**src/common/pcs_pkg.sv**
```systemverilog
// program flow unit package: register indices, field layout, reset values,
// phase states and the decoder command carrier.
// assumes the core decoder drives one command per instruction cycle.
package pcs_pkg;

  // ****************************************************************
  // register map (word index on the plain register port)
  // ****************************************************************
  localparam logic [1:0] REG_PC_LOW_BYTE         = 2'h0;
  localparam logic [1:0] REG_EXEC_ADDR_READ_LOW  = 2'h1;
  localparam logic [1:0] REG_EXEC_ADDR_READ_HIGH = 2'h2;
  localparam logic [1:0] REG_STACK_POINTER_STAT  = 2'h3;

  // ****************************************************************
  // field layout and widths
  // ****************************************************************
  localparam int PC_W            = 13;
  localparam int STK_PTR_W       = 3;
  localparam int STK_DEPTH       = 8;
  localparam int OVF_BIT         = 7;
  localparam int HIGH_ADDR_W     = 5;
  localparam logic [3:0] STK_FULL_CNT = 4'h8;

  // ****************************************************************
  // reset values
  // ****************************************************************
  localparam logic [12:0] PC_RESET_VEC  = 13'h0000;
  localparam logic [2:0]  STK_PTR_RESET = 3'h0;
  localparam logic [7:0]  BYTE_RESET    = 8'h00;

  // ****************************************************************
  // instruction phases
  // ****************************************************************
  typedef enum logic [1:0] {
    PH_FETCH,
    PH_DECODE,
    PH_EXEC,
    PH_WRITE
  } pcs_phase_t;

  // ****************************************************************
  // decoder command, sampled at the end of the last phase
  // ****************************************************************
  typedef struct packed {
    logic        jump_instr;              // load target, no push
    logic        call_instr;              // push then load target
    logic        irq_ack_req;             // interrupt vector request
    logic        subroutine_return_instr; // pop
    logic        interrupt_return_instr;  // pop
    logic        skip_taken;              // conditional skip met
    logic [12:0] target;                  // jump or vector address
  } pcs_cmd_t;

  typedef struct packed {
    logic carry;
    logic borrow;
    logic zero;
    logic overflow;
  } pcs_alu_flags_t;

endpackage

```
**src/logic/pcs_prog_flow.sv**
```systemverilog
// program counter, execution address read pair and 8-level return stack.
// assumes the decoder command and alu flags are stable across the last
// phase of an instruction cycle and register strobes are one cycle long.
// the stack array has no reset: a pop of an empty stack returns whatever
// the slot last held, which software must treat as undefined.
`timescale 1ns/10ps

module pcs_prog_flow (
  input  wire logic                    clock_i,       // 50 MHz core clock
  input  wire logic                    rst_b_i,       // async reset, active low
  input  wire logic                    clk_en_i,      // freezes all state when low
  input  wire logic [1:0]              reg_addr_i,    // register index
  input  wire logic [7:0]              reg_wdata_i,   // write data
  input  wire logic                    reg_wr_i,      // write strobe
  input  wire logic                    reg_rd_i,      // read strobe
  output logic      [7:0]              reg_rdata_o,   // read data, next cycle
  input  wire pcs_pkg::pcs_cmd_t       cmd_i,         // decoder command
  input  wire logic                    irq_pend_i,    // enabled interrupt pending
  input  wire logic                    alu_valid_i,   // alu result this cycle
  input  wire pcs_pkg::pcs_alu_flags_t alu_flags_i,   // alu status flags
  output logic      [12:0]             fetch_addr_o,  // program memory address
  output logic                         fetch_o,       // fetch in this phase
  output logic                         idle_cycle_o,  // current cycle is idle
  output logic                         irq_ack_o,     // interrupt acknowledge
  output logic      [1:0]              phase_o,       // current phase
  output pcs_pkg::pcs_alu_flags_t      status_o       // status register
);

  // ****************************************************************
  // state
  // ****************************************************************
  pcs_pkg::pcs_phase_t     phase_r;
  pcs_pkg::pcs_phase_t     phase_nxt;
  logic [12:0]             pc_r;
  logic [12:0]             pc_nxt;
  logic [12:0]             exec_addr_r;
  logic [12:0]             exec_addr_nxt;
  logic [12:0]             stack_mem_r [pcs_pkg::STK_DEPTH];
  logic [2:0]              stk_ptr_r;
  logic [2:0]              stk_ptr_nxt;
  logic [3:0]              stk_cnt_r;
  logic [3:0]              stk_cnt_nxt;
  logic                    ovf_r;
  logic                    ovf_nxt;
  logic [7:0]              high_buf_r;
  logic [7:0]              rdata_r;
  logic [7:0]              rdata_nxt;
  logic                    idle_r;
  logic                    idle_nxt;
  logic                    irq_ack_r;
  logic                    fetch_r;
  pcs_pkg::pcs_alu_flags_t status_r;

  // ****************************************************************
  // helpers
  // ****************************************************************
  function automatic logic [12:0] pc_inc(input logic [12:0] v);
    pc_inc = v + 13'h0001;
  endfunction

  // low byte replaced, page bits kept: the only jump software can make
  function automatic logic [12:0] page_jump(input logic [12:0] v,
                                            input logic [7:0]  lo);
    page_jump = {v[12:8], lo};
  endfunction

  function automatic logic reg_hit(input logic [1:0] a,
                                   input logic [1:0] idx);
    reg_hit = (a == idx);
  endfunction

  // ****************************************************************
  // decode
  // ****************************************************************
  wire logic end_of_cycle = clk_en_i && (phase_r == pcs_pkg::PH_WRITE);
  wire logic stk_full     = (stk_cnt_r == pcs_pkg::STK_FULL_CNT);
  wire logic stk_empty    = (stk_cnt_r == 4'h0);

  // ****************************************************************
  // register port decode
  // ****************************************************************
  // the master never raises both strobes, so the hits need no priority
  wire logic wr_pcl       = reg_wr_i && reg_hit(reg_addr_i, pcs_pkg::REG_PC_LOW_BYTE);
  wire logic wr_stk       = reg_wr_i && reg_hit(reg_addr_i, pcs_pkg::REG_STACK_POINTER_STAT);
  wire logic rd_low       = reg_rd_i && reg_hit(reg_addr_i, pcs_pkg::REG_EXEC_ADDR_READ_LOW);

  // ****************************************************************
  // command decode
  // ****************************************************************
  // an idle cycle executes nothing, so its command is ignored
  wire logic live         = end_of_cycle && !idle_r;
  wire logic do_call      = live && cmd_i.call_instr;
  // acknowledge is held back while all eight levels are in use
  wire logic do_irq       = live && cmd_i.irq_ack_req && irq_pend_i && !stk_full;
  wire logic do_push      = do_call || do_irq;
  wire logic do_pop       = live && !do_push &&
                            (cmd_i.subroutine_return_instr || cmd_i.interrupt_return_instr);
  wire logic do_jump      = live && !do_push && !do_pop && cmd_i.jump_instr;
  wire logic do_skip      = live && cmd_i.skip_taken;
  wire logic [2:0] pop_ptr = stk_ptr_r - 3'h1;
  wire logic [2:0] push_ptr = stk_ptr_r + 3'h1;
  wire logic [3:0] cnt_up   = stk_cnt_r + 4'h1;
  wire logic [3:0] cnt_dn   = stk_cnt_r - 4'h1;

  // ****************************************************************
  // pc candidates
  // ****************************************************************
  wire logic [12:0] pc_seq  = pc_inc(pc_r);
  wire logic [12:0] pc_page = page_jump(pc_r, reg_wdata_i);
  wire logic [12:0] pc_pop  = stack_mem_r[pop_ptr];

  // ****************************************************************
  // next state
  // ****************************************************************
  always_comb begin
    phase_nxt = phase_r;
    case (phase_r)
      pcs_pkg::PH_FETCH:  phase_nxt = pcs_pkg::PH_DECODE;
      pcs_pkg::PH_DECODE: phase_nxt = pcs_pkg::PH_EXEC;
      pcs_pkg::PH_EXEC:   phase_nxt = pcs_pkg::PH_WRITE;
      pcs_pkg::PH_WRITE:  phase_nxt = pcs_pkg::PH_FETCH;
      default:            phase_nxt = pcs_pkg::PH_FETCH;
    endcase
  end

  // an idle cycle still steps the pc: the word it discarded is followed
  // by the one the pipeline really wants next
  always_comb begin
    pc_nxt        = pc_r;
    exec_addr_nxt = exec_addr_r;
    idle_nxt      = idle_r;
    if (end_of_cycle) begin
      exec_addr_nxt = pc_r;
      idle_nxt      = 1'b0;
      if (do_push) begin
        pc_nxt   = cmd_i.target;
        idle_nxt = 1'b1;
      end else if (do_pop) begin
        pc_nxt   = pc_pop;
        idle_nxt = 1'b1;
      end else if (do_jump) begin
        pc_nxt   = cmd_i.target;
        idle_nxt = 1'b1;
      end else if (wr_pcl) begin
        // page bits stay, so the jump cannot leave the 256-word page
        pc_nxt   = pc_page;
        idle_nxt = 1'b1;
      end else if (do_skip) begin
        pc_nxt   = pc_seq;
        idle_nxt = 1'b1;
      end else begin
        pc_nxt   = pc_seq;
      end
    end else if (clk_en_i && wr_pcl) begin
      pc_nxt   = pc_page;
      idle_nxt = 1'b1;
    end
  end

  // a call on a full stack still wraps the pointer and overwrites the
  // oldest slot; the count saturates at eight so full stays full
  always_comb begin
    stk_ptr_nxt = stk_ptr_r;
    stk_cnt_nxt = stk_cnt_r;
    ovf_nxt     = ovf_r;
    if (clk_en_i && wr_stk) begin
      ovf_nxt = reg_wdata_i[pcs_pkg::OVF_BIT];
    end
    // the hardware set below comes last, so it beats a same-cycle clear
    if (do_push) begin
      stk_ptr_nxt = push_ptr;
      if (stk_full) begin
        ovf_nxt = 1'b1;
      end else begin
        stk_cnt_nxt = cnt_up;
      end
    end else if (do_pop) begin
      stk_ptr_nxt = pop_ptr;
      if (stk_empty) begin
        ovf_nxt = 1'b1;
      end else begin
        stk_cnt_nxt = cnt_dn;
      end
    end
  end

  // ****************************************************************
  // register read mux
  // ****************************************************************
  wire logic [7:0] pcl_view  = pc_r[7:0];
  wire logic [7:0] low_view  = exec_addr_r[7:0];
  wire logic [7:0] high_view = high_buf_r;
  // status byte: flag on top, unused middle bits read as zero
  wire logic [7:0] stk_view  = {ovf_r, 4'h0, stk_ptr_r};

  always_comb begin
    rdata_nxt = pcs_pkg::BYTE_RESET;
    if (reg_rd_i) begin
      case (reg_addr_i)
        pcs_pkg::REG_PC_LOW_BYTE:         rdata_nxt = pcl_view;
        pcs_pkg::REG_EXEC_ADDR_READ_LOW:  rdata_nxt = low_view;
        pcs_pkg::REG_EXEC_ADDR_READ_HIGH: rdata_nxt = high_view;
        pcs_pkg::REG_STACK_POINTER_STAT:  rdata_nxt = stk_view;
        default:                          rdata_nxt = pcs_pkg::BYTE_RESET;
      endcase
    end
  end

  // ****************************************************************
  // sequencer flops
  // ****************************************************************
  // every register holds still while clk_en_i is low, so a stalled core
  // resumes in the very phase it stopped in
  always_ff @(posedge clock_i or negedge rst_b_i) begin
    if (!rst_b_i) begin
      phase_r <= pcs_pkg::PH_FETCH;
    end else if (clk_en_i) begin
      phase_r <= phase_nxt;
    end
  end

  always_ff @(posedge clock_i or negedge rst_b_i) begin
    if (!rst_b_i) begin
      pc_r <= pcs_pkg::PC_RESET_VEC;
    end else if (clk_en_i) begin
      pc_r <= pc_nxt;
    end
  end

  // the execution address trails the pc by one instruction cycle
  always_ff @(posedge clock_i or negedge rst_b_i) begin
    if (!rst_b_i) begin
      exec_addr_r <= pcs_pkg::PC_RESET_VEC;
    end else if (clk_en_i) begin
      exec_addr_r <= exec_addr_nxt;
    end
  end

  always_ff @(posedge clock_i or negedge rst_b_i) begin
    if (!rst_b_i) begin
      idle_r <= 1'b0;
    end else if (clk_en_i) begin
      idle_r <= idle_nxt;
    end
  end

  // ****************************************************************
  // stack flops
  // ****************************************************************
  always_ff @(posedge clock_i or negedge rst_b_i) begin
    if (!rst_b_i) begin
      stk_ptr_r <= pcs_pkg::STK_PTR_RESET;
    end else if (clk_en_i) begin
      stk_ptr_r <= stk_ptr_nxt;
    end
  end

  always_ff @(posedge clock_i or negedge rst_b_i) begin
    if (!rst_b_i) begin
      stk_cnt_r <= 4'h0;
    end else if (clk_en_i) begin
      stk_cnt_r <= stk_cnt_nxt;
    end
  end

  always_ff @(posedge clock_i or negedge rst_b_i) begin
    if (!rst_b_i) begin
      ovf_r <= 1'b0;
    end else if (clk_en_i) begin
      ovf_r <= ovf_nxt;
    end
  end

  // no reset on the array: a pop of an empty stack reads a slot that may never have been pushed
  always_ff @(posedge clock_i) begin
    if (do_push) begin
      stack_mem_r[stk_ptr_r] <= pc_r;
    end
  end

  // ****************************************************************
  // register port flops
  // ****************************************************************
  // the buffer moves only on a low read, so a late high read still pairs
  // with the low byte that software saw
  always_ff @(posedge clock_i or negedge rst_b_i) begin
    if (!rst_b_i) begin
      high_buf_r <= pcs_pkg::BYTE_RESET;
    end else if (clk_en_i) begin
      if (rd_low) begin
        high_buf_r <= {3'h0, exec_addr_r[12:8]};
      end
    end
  end

  // zero except in the cycle after a read strobe
  always_ff @(posedge clock_i or negedge rst_b_i) begin
    if (!rst_b_i) begin
      rdata_r <= pcs_pkg::BYTE_RESET;
    end else if (clk_en_i) begin
      rdata_r <= rdata_nxt;
    end
  end

  // ****************************************************************
  // core-side flops
  // ****************************************************************
  // one pulse per taken interrupt; the decoder vectors on it
  always_ff @(posedge clock_i or negedge rst_b_i) begin
    if (!rst_b_i) begin
      irq_ack_r <= 1'b0;
    end else if (clk_en_i) begin
      irq_ack_r <= do_irq;
    end
  end

  // marks the first phase, in which the next word is fetched
  always_ff @(posedge clock_i or negedge rst_b_i) begin
    if (!rst_b_i) begin
      fetch_r <= 1'b0;
    end else if (clk_en_i) begin
      fetch_r <= end_of_cycle;
    end
  end

  // ****************************************************************
  // status flops
  // ****************************************************************
  // flags move only on a live cycle, so an idle cycle leaves them alone
  always_ff @(posedge clock_i or negedge rst_b_i) begin
    if (!rst_b_i) begin
      status_r <= '0;
    end else if (clk_en_i) begin
      if (alu_valid_i && live) begin
        status_r <= alu_flags_i;
      end
    end
  end

  // ****************************************************************
  // outputs: each one is a flop above
  // ****************************************************************
  assign reg_rdata_o  = rdata_r;
  assign fetch_addr_o = pc_r;
  assign fetch_o      = fetch_r;
  assign idle_cycle_o = idle_r;
  assign irq_ack_o    = irq_ack_r;
  assign phase_o      = phase_r;
  assign status_o     = status_r;

endmodule

```
**config.mk**
```make
export PLATFORM = sky130hd
export DESIGN_NAME = pcs_prog_flow
export DESIGN_NICKNAME = d
export VERILOG_FILES = /design/src/common/pcs_pkg.sv /design/src/logic/pcs_prog_flow.sv
export SDC_FILE = /design/constraint.sdc
export NUM_CORES = 1
export LEC_CHECK = 0
export ABC_AREA = 1
export BUFFER_PORTS_ARGS = -buffer_cell sky130_fd_sc_hd__buf_2
export CAP_MARGIN = 20
export CORE_ASPECT_RATIO = 0.5
export CORE_MARGIN = 1.5
export CORE_UTILIZATION = 38
export DETAILED_ROUTE_END_ITERATION = 8
export PLACE_DENSITY = 0.64
export RECOVER_POWER = 50
export SETUP_SLACK_MARGIN = 0.02
export SLEW_MARGIN = 20
export SYNTH_ARGS = -nofsm -noshare
export SYNTH_HDL_FRONTEND = slang
export SYNTH_SLANG_ARGS = --single-unit
```
**constraint.sdc**
```tcl
create_clock -name clock_i -period 3.1 [get_ports clock_i]
set_clock_uncertainty 0.15 [all_clocks]
set_input_delay 0.465 -clock clock_i [delete_from_list [all_inputs] [get_ports clock_i]]
set_output_delay 0.465 -clock clock_i [all_outputs]
set_load 0.03 [all_outputs]
```
==> results of run 1 <==
sequential cells by signal (all words and copies together), names as in the netlist, 2 cells and up:
register      cells
exec_addr_r      13
fetch_addr_o     13
stk_ptr_r         3
stack_mem_r     104
stk_cnt_r         4
reg_rdata_o       8
high_buf_r        5
status_o          4
phase_o           2
final timing paths:
check,to,slack (ns),from
max,fetch_addr_o[7],0.61,stk_ptr_r[1]
min,status_o[2],0.11,alu_flags_i[2]
max reg2reg,fetch_addr_o[7],0.61,stk_ptr_r[1]
min reg2reg,high_buf_r[3],0.33,exec_addr_r[11]
max in group asynchronous,fetch_addr_o[12],1.02,rst_b_i
min in group asynchronous,fetch_addr_o[5],0.86,rst_b_i
power breakdown:
part	internal, mW	switching (mW)	leakage, nW	total, mW
clock network	1.12	0.921	0.272	2.04
registers	2.75	0.355	1.65	3.10
logic	1.01	2.42	2.04	3.43
total	4.87	3.69	3.96	8.57
cell families (layout without fill, tap and decap cells):
group           Yosys count  count (layout)  share of synthesized area [%]
compound gates           96              96                          6.915
xor+xnor                 10              10                          1.131
fa+ha+maj                 9               9                          1.551
buf+inv                  90             183                          5.170
flops                   160             160                          58.43
mux                       5               5                         0.7109
simple gates            470             470                          26.09
through the flow:
step | utilization, % | area, um2 | hold WS, ns | power (mW) | cells
global route | 45.36 | 8949 | 0.09669 | 9.107 | 1199
floorplan | - | 7744 | 0.01941 | 5.379 | 840
detailed placement | 42.74 | 8432 | 0.3075 | 6.559 | 1166
CTS | 45.62 | 9000 | 0.1003 | 8.603 | 1199
finish | 45.36 | 8949 | 0.1091 | 8.569 | 1199
global placement | 42.74 | 8432 | 0.3086 | 6.530 | 1166
timing repair:
action | in CTS | in global routing
hold endpoints to repair | 56 | 0
hold buffers | 1 | 0
endpoints found under the setup margin | 0 | 0
setup buffers | 0 | 0
worst max-delay path, delay by kind of cell (launching register included):
kind / cells / cell delay (ns)
buf+inv: 2 / 0.49
compound gates: 2 / 0.22
fa+ha+maj: 1 / 0.21
flops: 1 / 0.39
simple gates: 4 / 0.35
xor+xnor: 1 / 0.56
cell type report:
class	count	area [um2]	share of cell area, %
multi-input combinational	590	2819	31.50
sequential	160	4524	50.56
clock buffer	18	429.2	4.796
tap	266	332.8	3.719
inverter	56	210.2	2.349
timing repair buffer	95	504.2	5.635
clock inverter	14	128.9	1.440
routing by layer:
metal | wire length (um) | part of all wire (%) | GRT usage [%] | vias to the layer above
met1 | 9944 | 48 | 30.29 | 2980
li1 | - | - | - | 2958
met5 | 0 | 0 | 0 | -
met3 | 1360 | 6.6 | 4.292 | 21
met2 | 8962 | 44 | 29.10 | 213
met4 | 270 | 1.3 | 5.005 | 0
synth_stat cells (5+ instances only):
library cell / instances
nand3_1: 81
clkbuf_1: 11
buf_2: 14
buf_6: 6
nand4_1: 6
edfxtp_1: 104
inv_1: 50
o21ai_0: 43
nand2_1: 282
a21oi_1: 30
dfrtp_1: 56
nor2_1: 79
ha_1: 8
inv_2: 5
xor2_1: 7
==> flow_summary.ini, run 1 <==
[outcome]
failed_checks = max-capacitance violations, max-slew violations
status = finished with violations

[power_and_ir_drop]
power.density_nw_per_um2 = 957.5
ir_worst_vdd_mv = 0.5062
p_leak_nw = 3.964

[yosys]
synth-seq-area-share_pct = 58.43
synth_ff_type = edfxtp_1
synth_edf_count = 104
synth_nets = 889
synth_top_area_share_pct = 40.33
ys_types = 44
netlist_area_um2 = 7744
synth_top_cell_by_area = edfxtp_1
synth_area_leaders = edfxtp_1 40%, dfrtp_1 18%, nand2_1 14%
ys_warn_count = 0
async_flop_share_pct = 35.00
ys_ff_latch = 160
syn_inst = 840
avgSynthCellArea_um2 = 9.219

[placement]
gp_congestion = 0.8694
hpwl_um = 13660
dp_slack_ns = 0.5578
portBuffers = 69

[routing]
wirelength_um = 20540
ant_nets = 0
firstDrtPassIters = 7
vias_per_cell = 5.148
vias = 6172
wire_per_inst_um = 17.13
first_iter_violations = 619
drc = 0

[grt]
antenna_found_initial = 0
grt_first_pass_wirelength_um = 32780
grt_max_degree = 57
grtUsageTotal_pct = 20.07
grt_pass1_vias = 5775
grt-ovfl-total = 0

[sta]
setup_violations = 0
finalSetupTns_ns = 0
hold_viol_final = 0
finalMaxSlewViolations = 56
period_share_pct = 80.26
slew_headroom_pct = -0.2120
clock.fmax_mhz = 401.9
post-route-min-period_ns = 2.488
rsz0062_at_grt = no
worst_pin_slew_ns = 1.503
setup_slack_ns = 0.6120

[worst_setup_path]
slowest_delay_ns = 0.56
critPathLaunchType = flop
worstPathCellList = inv_1 -> ha_1 -> xnor2_1 -> inv_1 -> nand2_1 -> nand2_1 -> a21oi_1 -> nand2_1 -> nand2_1 -> a21oi_1
ff2ff_path_depth = 10
worstSetupPathType = reg2reg
crit_fanout = 12
cp_slowest_cell = xnor2_1
crit_path_end_kind = flop
cp_data_arrival_time_ns = 2.65
crit_top_cell = nand2_1
worst-endpoint-required_ns = 3.27

[cts]
cts_tree = yes
cts_resized = 0
cts_made_buffers = 17
path_clk_slew_ns = 0.06
cts_root_buf = clkbuf_16
cts.path.max_buffers = 2
cts.htree.levels = 4
insertion_delay_ns = 0.44
cts_num_sinks = 160

[cells_and_area]
area_growth_pct = 15.56
final_common_cell = nand2_1
fillers = 1882
drive_above_1_share_pct = 15.01
final_nets = 969
insertedDiodeCount = 0
layout_common_cells = 282 x nand2_1, 104 x edfxtp_1, 81 x nand3_1

[floorplan]
die_h_um = 103.9
ios = 70
core-area_um2 = 19730
start_util_pct = 39.25
die-area_um2 = 21300
rows = 36
die_x_um = 204.9

[min_path]
hold_class = in2reg
hold_depth = 2

[flow_run]
maxCapViolCount = 1
Note: power is estimated with default switching activity, not from simulation.
==> run 2, diff against run 1 <==
==> constraint.sdc (replaced) <==
create_clock -name clock_i -period 2.4 [get_ports clock_i]
set_clock_uncertainty 0.15 [all_clocks]
set_input_delay 0.36 -clock clock_i [delete_from_list [all_inputs] [get_ports clock_i]]
set_output_delay 0.36 -clock clock_i [all_outputs]
set_load 0.03 [all_outputs]
==> run 2 against run 1 <==
Compared with the run above:
- the run now ends clean
- global-route usage about the same
- clock-buffer cell count down 1
- first-iteration DRC count down 11%
- critical path depth down 8
- final cell count up 2.3%
- flip-flop and latch count unchanged
- hold slack worse by 0.085 ns
- design area up 3.4%
- wire length up 0.33%
- core utilization up 1.5 points
- sequential share of layout area down 1.6 points
- via count up 2.2%
- critical endpoint is now fetch_addr_o[3]
- largest cell class unchanged
==> flow_summary.ini, run 2 (synthesis gave the netlist of run 1 again) <==
[cts]
cts_made_buffers = 17
cts.path.max_buffers = 2
path_clk_slew_ns = 0.07
insertion_delay_ns = 0.43
cts_root_buf = clkbuf_16
cts.htree.levels = 4
cts_num_sinks = 160
cts_tree = yes

[sta]
finalMaxSlewViolations = 0
worst_pin_slew_ns = 1.437
hold_viol_final = 0
clock.fmax_mhz = 441.5
post-route-min-period_ns = 2.265
period_share_pct = 94.37
rsz0062_at_grt = no
slew_headroom_pct = 4.192
setup_violations = 0
whs_ns = 0.02366

[power_and_ir_drop]
ir_worst_vdd_mv = 0.7876
pwr-share-comb_pct = 42.9
p_switching_mw = 4.937
p_seq_share_pct = 34.0
pwr-share-clk_pct = 23.1
p_leak_nw = 4.096
switching_share_pct = 42.84
p_int_mw = 6.588
power.density_nw_per_um2 = 1246

[routing]
vias = 6308
ant_nets = 0
firstDrtPassIters = 5
met1Wirelength_um = 9384
wire_per_inst_um = 16.81
first_iter_violations = 548
wl_met2_um = 9216
dr.max_layer_used = met4
drc = 0
vias_per_cell = 5.145
wirelength_um = 20610
wl_met3_um = 1554

[cells_and_area]
layout_common_cells = 282 x nand2_1, 104 x edfxtp_1, 81 x nand3_1
final_common_cell = nand2_1
insertedDiodeCount = 0
area_growth_pct = 19.47
drive_above_1_share_pct = 18.85
final_nets = 996
largest_reg_flops = 104
design_area_um2 = 9251
fillers = 1859
top_register = stack_mem_r

[placement]
portBuffers = 69
postPlaceCellArea_um2 = 8660
gp_congestion = 0.8751
hpwl_um = 13850

[floorplan]
ios = 70
rows = 36
die_x_um = 204.9
die-area_um2 = 21300
start_util_pct = 39.25
die_h_um = 103.9
core-area_um2 = 19730

[grt]
grtUsageTotal_pct = 20.08
grt_first_pass_wirelength_um = 32760
grt-ovfl-total = 0
antenna_found_initial = 0
grt_pass1_vias = 6010
grt_max_degree = 56

[worst_setup_path]
worstSetupPathType = reg2out
crit_path_end_kind = primary output
worst-endpoint-required_ns = 1.89
critPathLaunchType = flop
crit_fanout = 10
cp_data_arrival_time_ns = 1.75

[outcome]
status = finished, final reports clean

[flow_run]
maxCapViolCount = 0

[min_path]
hold_class = in2reg
-- run 2: changes by cell type in the layout (fill, tap and decap cells not counted), moves of 3 or more --
cell	delta
buf_2	+6
buf_4	+16
dlygate4sd3_1	+3
nor2_1	-9
nor2_2	+8
-- run 2: power by group through the flow --
stage	logic [mW]	registers, mW	clock network (mW)
after floorplan	2.65	4.35	0
after global placement	4.83	3.94	0
after detailed placement	4.87	3.96	0
after CTS	4.91	3.91	2.69
after global routing	5.43	3.98	2.80
final	4.94	3.92	2.66
-- run 2: final timing paths --
path | from | end | slack, ns | depth (start not counted)
max reg2reg | phase_o[1] | fetch_addr_o[4] | 0.18 | 13
min in group asynchronous | rst_b_i | reg_rdata_o[5] | 0.65 | 2
max in group asynchronous | rst_b_i | fetch_addr_o[11] | 0.35 | 3
max | fetch_addr_o[3] | fetch_addr_o[3] | 0.14 | 2
min reg2reg | high_buf_r[1] | high_buf_r[1] | 0.33 | 2
min | alu_flags_i[2] | status_o[2] | 0.02 | 2
-- run 2: through the flow --
stage | std cells | TNS [ns] | util (%) | total power, mW | setup WS [ns]
floorplan | 840 | -0.7556 | - | 6.996 | -0.01107
global placement | 1190 | 0 | 43.89 | 8.777 | 0.1429
detailed placement | 1190 | 0 | 43.89 | 8.830 | 0.1131
CTS | 1226 | 0 | 46.99 | 11.51 | 0.09483
global route | 1226 | 0 | 46.89 | 12.20 | 0.02176
finish | 1226 | 0 | 46.89 | 11.53 | 0.1352
-- run 2: final cells by class --
type	instances	area (um2)	share of cell area (%)
well taps	266	332.8	3.598
inverters	56	212.7	2.299
clock inverters	15	146.4	1.582
multi-input cells	590	2888	31.21
flip-flops and latches	160	4527	48.93
repair buffers	122	719.4	7.777
clock buffers	17	425.4	4.598
-- run 2: worst max-delay path, stage by stage, from the launching register on --
cell and delay [ns]:
dfrtp_1 0.50, clkbuf_1 0.51, buf_2 0.31
-- run 2: what timing repair did --
item | 4_1_cts | 5_1_grt
setup endpoints to repair | 0 | 12
buffers inserted | 0 | 0
resized for setup | 0 | 7
endpoints found under the hold margin | 27 | 0
hold buffers | 4 | 0
-- run 2: per-layer routing --
metal	vias up	track usage (%)
li1	3017	-
met1	2993	28.50
met2	265	30.36
met3	33	3.853
met4	0	7.716
met5	-	0
==> run 3, diff against run 2 <==
==> constraint.sdc (replaced) <==
create_clock -name clock_i -period 2.4 [get_ports clock_i]
set_clock_uncertainty 0.15 [all_clocks]
set_input_delay 0.36 -clock clock_i [delete_from_list [all_inputs] [get_ports clock_i]]
set_output_delay 0.36 -clock clock_i [all_outputs]
set_load 0.02 [all_outputs]
==> run 3 against run 2 <==
Compared with the run above:
- design area is 0.85% higher
- flip-flop and latch count stayed put
- sequential power hardly changed
- critical path depth is 10 higher
- die area stayed put
- hold slack worse by 0.0084 ns
- core utilization is 0.40 points higher
- clock power is 5% higher
- via count is 0.21% higher
==> flow_summary.ini, run 3 (synthesis gave the netlist of run 1 again) <==
[cells_and_area]
final_nets = 997
final_common_cell = nand2_1
insertedDiodeCount = 0
area_growth_pct = 20.49
largest_reg_flops = 104
layout_common_cells = 282 x nand2_1, 104 x edfxtp_1, 81 x nand3_1
drive_above_1_share_pct = 18.63
design_area_um2 = 9330
top_register = stack_mem_r

[sta]
finalMaxSlewViolations = 0
period_share_pct = 92.37
hold_viol_final = 0
slew_headroom_pct = 54.22
worst_pin_slew_ns = 0.6867
setup_violations = 0
clock.fmax_mhz = 451.1
post-route-min-period_ns = 2.217
rsz0062_at_grt = no
setup_slack_ns = 0.1831

[power_and_ir_drop]
p_switching_mw = 4.783
pwr-share-clk_pct = 24.3
p_leak_nw = 4.123
ir_worst_vdd_mv = 0.6235
pwr-share-comb_pct = 41.5
p_int_mw = 6.678
p_seq_share_pct = 34.2
switching_share_pct = 41.73
power.density_nw_per_um2 = 1228

[placement]
hpwl_um = 14190
portBuffers = 69
dp_slack_ns = 0.1681
gp_congestion = 0.9169
postPlaceCellArea_um2 = 8740

[worst_setup_path]
cp_data_arrival_time_ns = 2.42
cp_num_buf_inv = 0
crit_fanout = 5
cpLargestDelayFamily = simple AND/OR/NAND/NOR gates
worstPathCellList = ha_4 -> nand2_4 -> nor2_8 -> nand2_2 -> nor2_4 -> nor2_4 -> ha_4 -> a21oi_1 -> o21ai_0 -> xor2_1 -> nor2_1 -> xor2_1
worst-endpoint-required_ns = 2.61
worstSetupPathType = reg2reg
critPathLaunchType = flop
crit_path_end_kind = flop
slowest_delay_ns = 0.44
cp_slowest_cell = dfrtp_2

[floorplan]
start_util_pct = 39.25
ios = 70
rows = 36
core-area_um2 = 19730
die_h_um = 103.9
die-area_um2 = 21300
die_x_um = 204.9

[routing]
wire_per_inst_um = 17.12
first_iter_violations = 637
ant_nets = 0
firstDrtPassIters = 7
wirelength_um = 21010
vias_per_cell = 5.152
drc = 0
vias = 6321

[cts]
cts_setup_buffers = 0
cts_num_sinks = 160
cts_tree = yes
cts_root_buf = clkbuf_16
cts.htree.levels = 4
path_clk_slew_ns = 0.07
cts.path.max_buffers = 2
insertion_delay_ns = 0.43
cts_made_buffers = 17

[flow_run]
maxCapViolCount = 0

[outcome]
status = finished, final reports clean

[min_path]
hold_class = in2reg

[grt]
grt_first_pass_wirelength_um = 33620
grt_pass1_vias = 6196
antenna_found_initial = 0
grt_max_degree = 56
grt-ovfl-total = 0
grtUsageTotal_pct = 20.57
run 3: area by class of cell:
type | instances | area, um2
well taps | 266 | 332.8
multi-input cells | 590 | 2885
flip-flops and latches | 160 | 4527
repair buffers | 123 | 778.2
inverters | 56 | 210.2
clock inverters | 14 | 167.7
fillers | 1826 | 10400
clock buffers | 18 | 429.2
run 3: timing repair:
item                                    4_1_cts  5_1_grt
gates resized for setup                       0        2
endpoints found under the hold margin        12        0
hold buffers                                  4        0
endpoints found under the setup margin        0       11
run 3: path summary, 6_finish.rpt:
| kind | end | slack [ns] | depth (start not counted) | startpoint |
|---|---|---|---|---|
| max reg2reg | stk_cnt_r[3] | 0.18 | 12 | phase_o[1] |
| max in group asynchronous | phase_o[1] | 0.58 | 3 | rst_b_i |
| min reg2reg | fetch_o | 0.33 | 2 | fetch_o |
| min in group asynchronous | reg_rdata_o[6] | 0.31 | 2 | rst_b_i |
| max | stk_cnt_r[3] | 0.18 | 12 | phase_o[1] |
| min | status_o[2] | 0.02 | 2 | alu_flags_i[2] |
run 3: worst register-to-register path: cells and delay by family, from the launching register on:
kind / cells / cell delay (ns)
AO/OA/AOI/OAI: 2 / 0.24
flip-flops: 1 / 0.44
XOR/XNOR: 2 / 0.32
AND/OR/NAND/NOR: 6 / 0.60
adder cells (fa/ha/maj): 2 / 0.42
run 3: routing by layer:
layer  track usage [%]  vias to the layer above  wire, um
met5                 0                        -         0
met4             6.986                        0       269
met3             3.634                       24      1253
met2             32.07                      213      9606
met1             28.93                     3060      9879
li1                  -                     3024         -
run 3: power by group through the flow:
stage                     combinational [mW]  clock, mW  sequential (mW)
after global routing                    5.27       2.92             3.97
after detailed placement                4.75          0             3.97
final                                   4.76       2.78             3.92
after CTS                               4.81       2.82             3.91
after floorplan                         2.65          0             4.22
after global placement                  4.69          0             3.95
run 3: stage by stage:
step,utilization [%],TNS (ns),instances,hold WS (ns),power (mW)
3_5_place_dp,44.30,0,1191,0.1168,8.713
2_1_floorplan,-,-0.6240,840,-0.08559,6.864
6_report,47.29,0,1227,0.01530,11.46
4_1_cts,47.53,0,1227,0.0002071,11.54
3_3_place_gp,44.30,0,1191,0.1097,8.642
5_1_grt,47.29,0,1227,0.01540,12.16
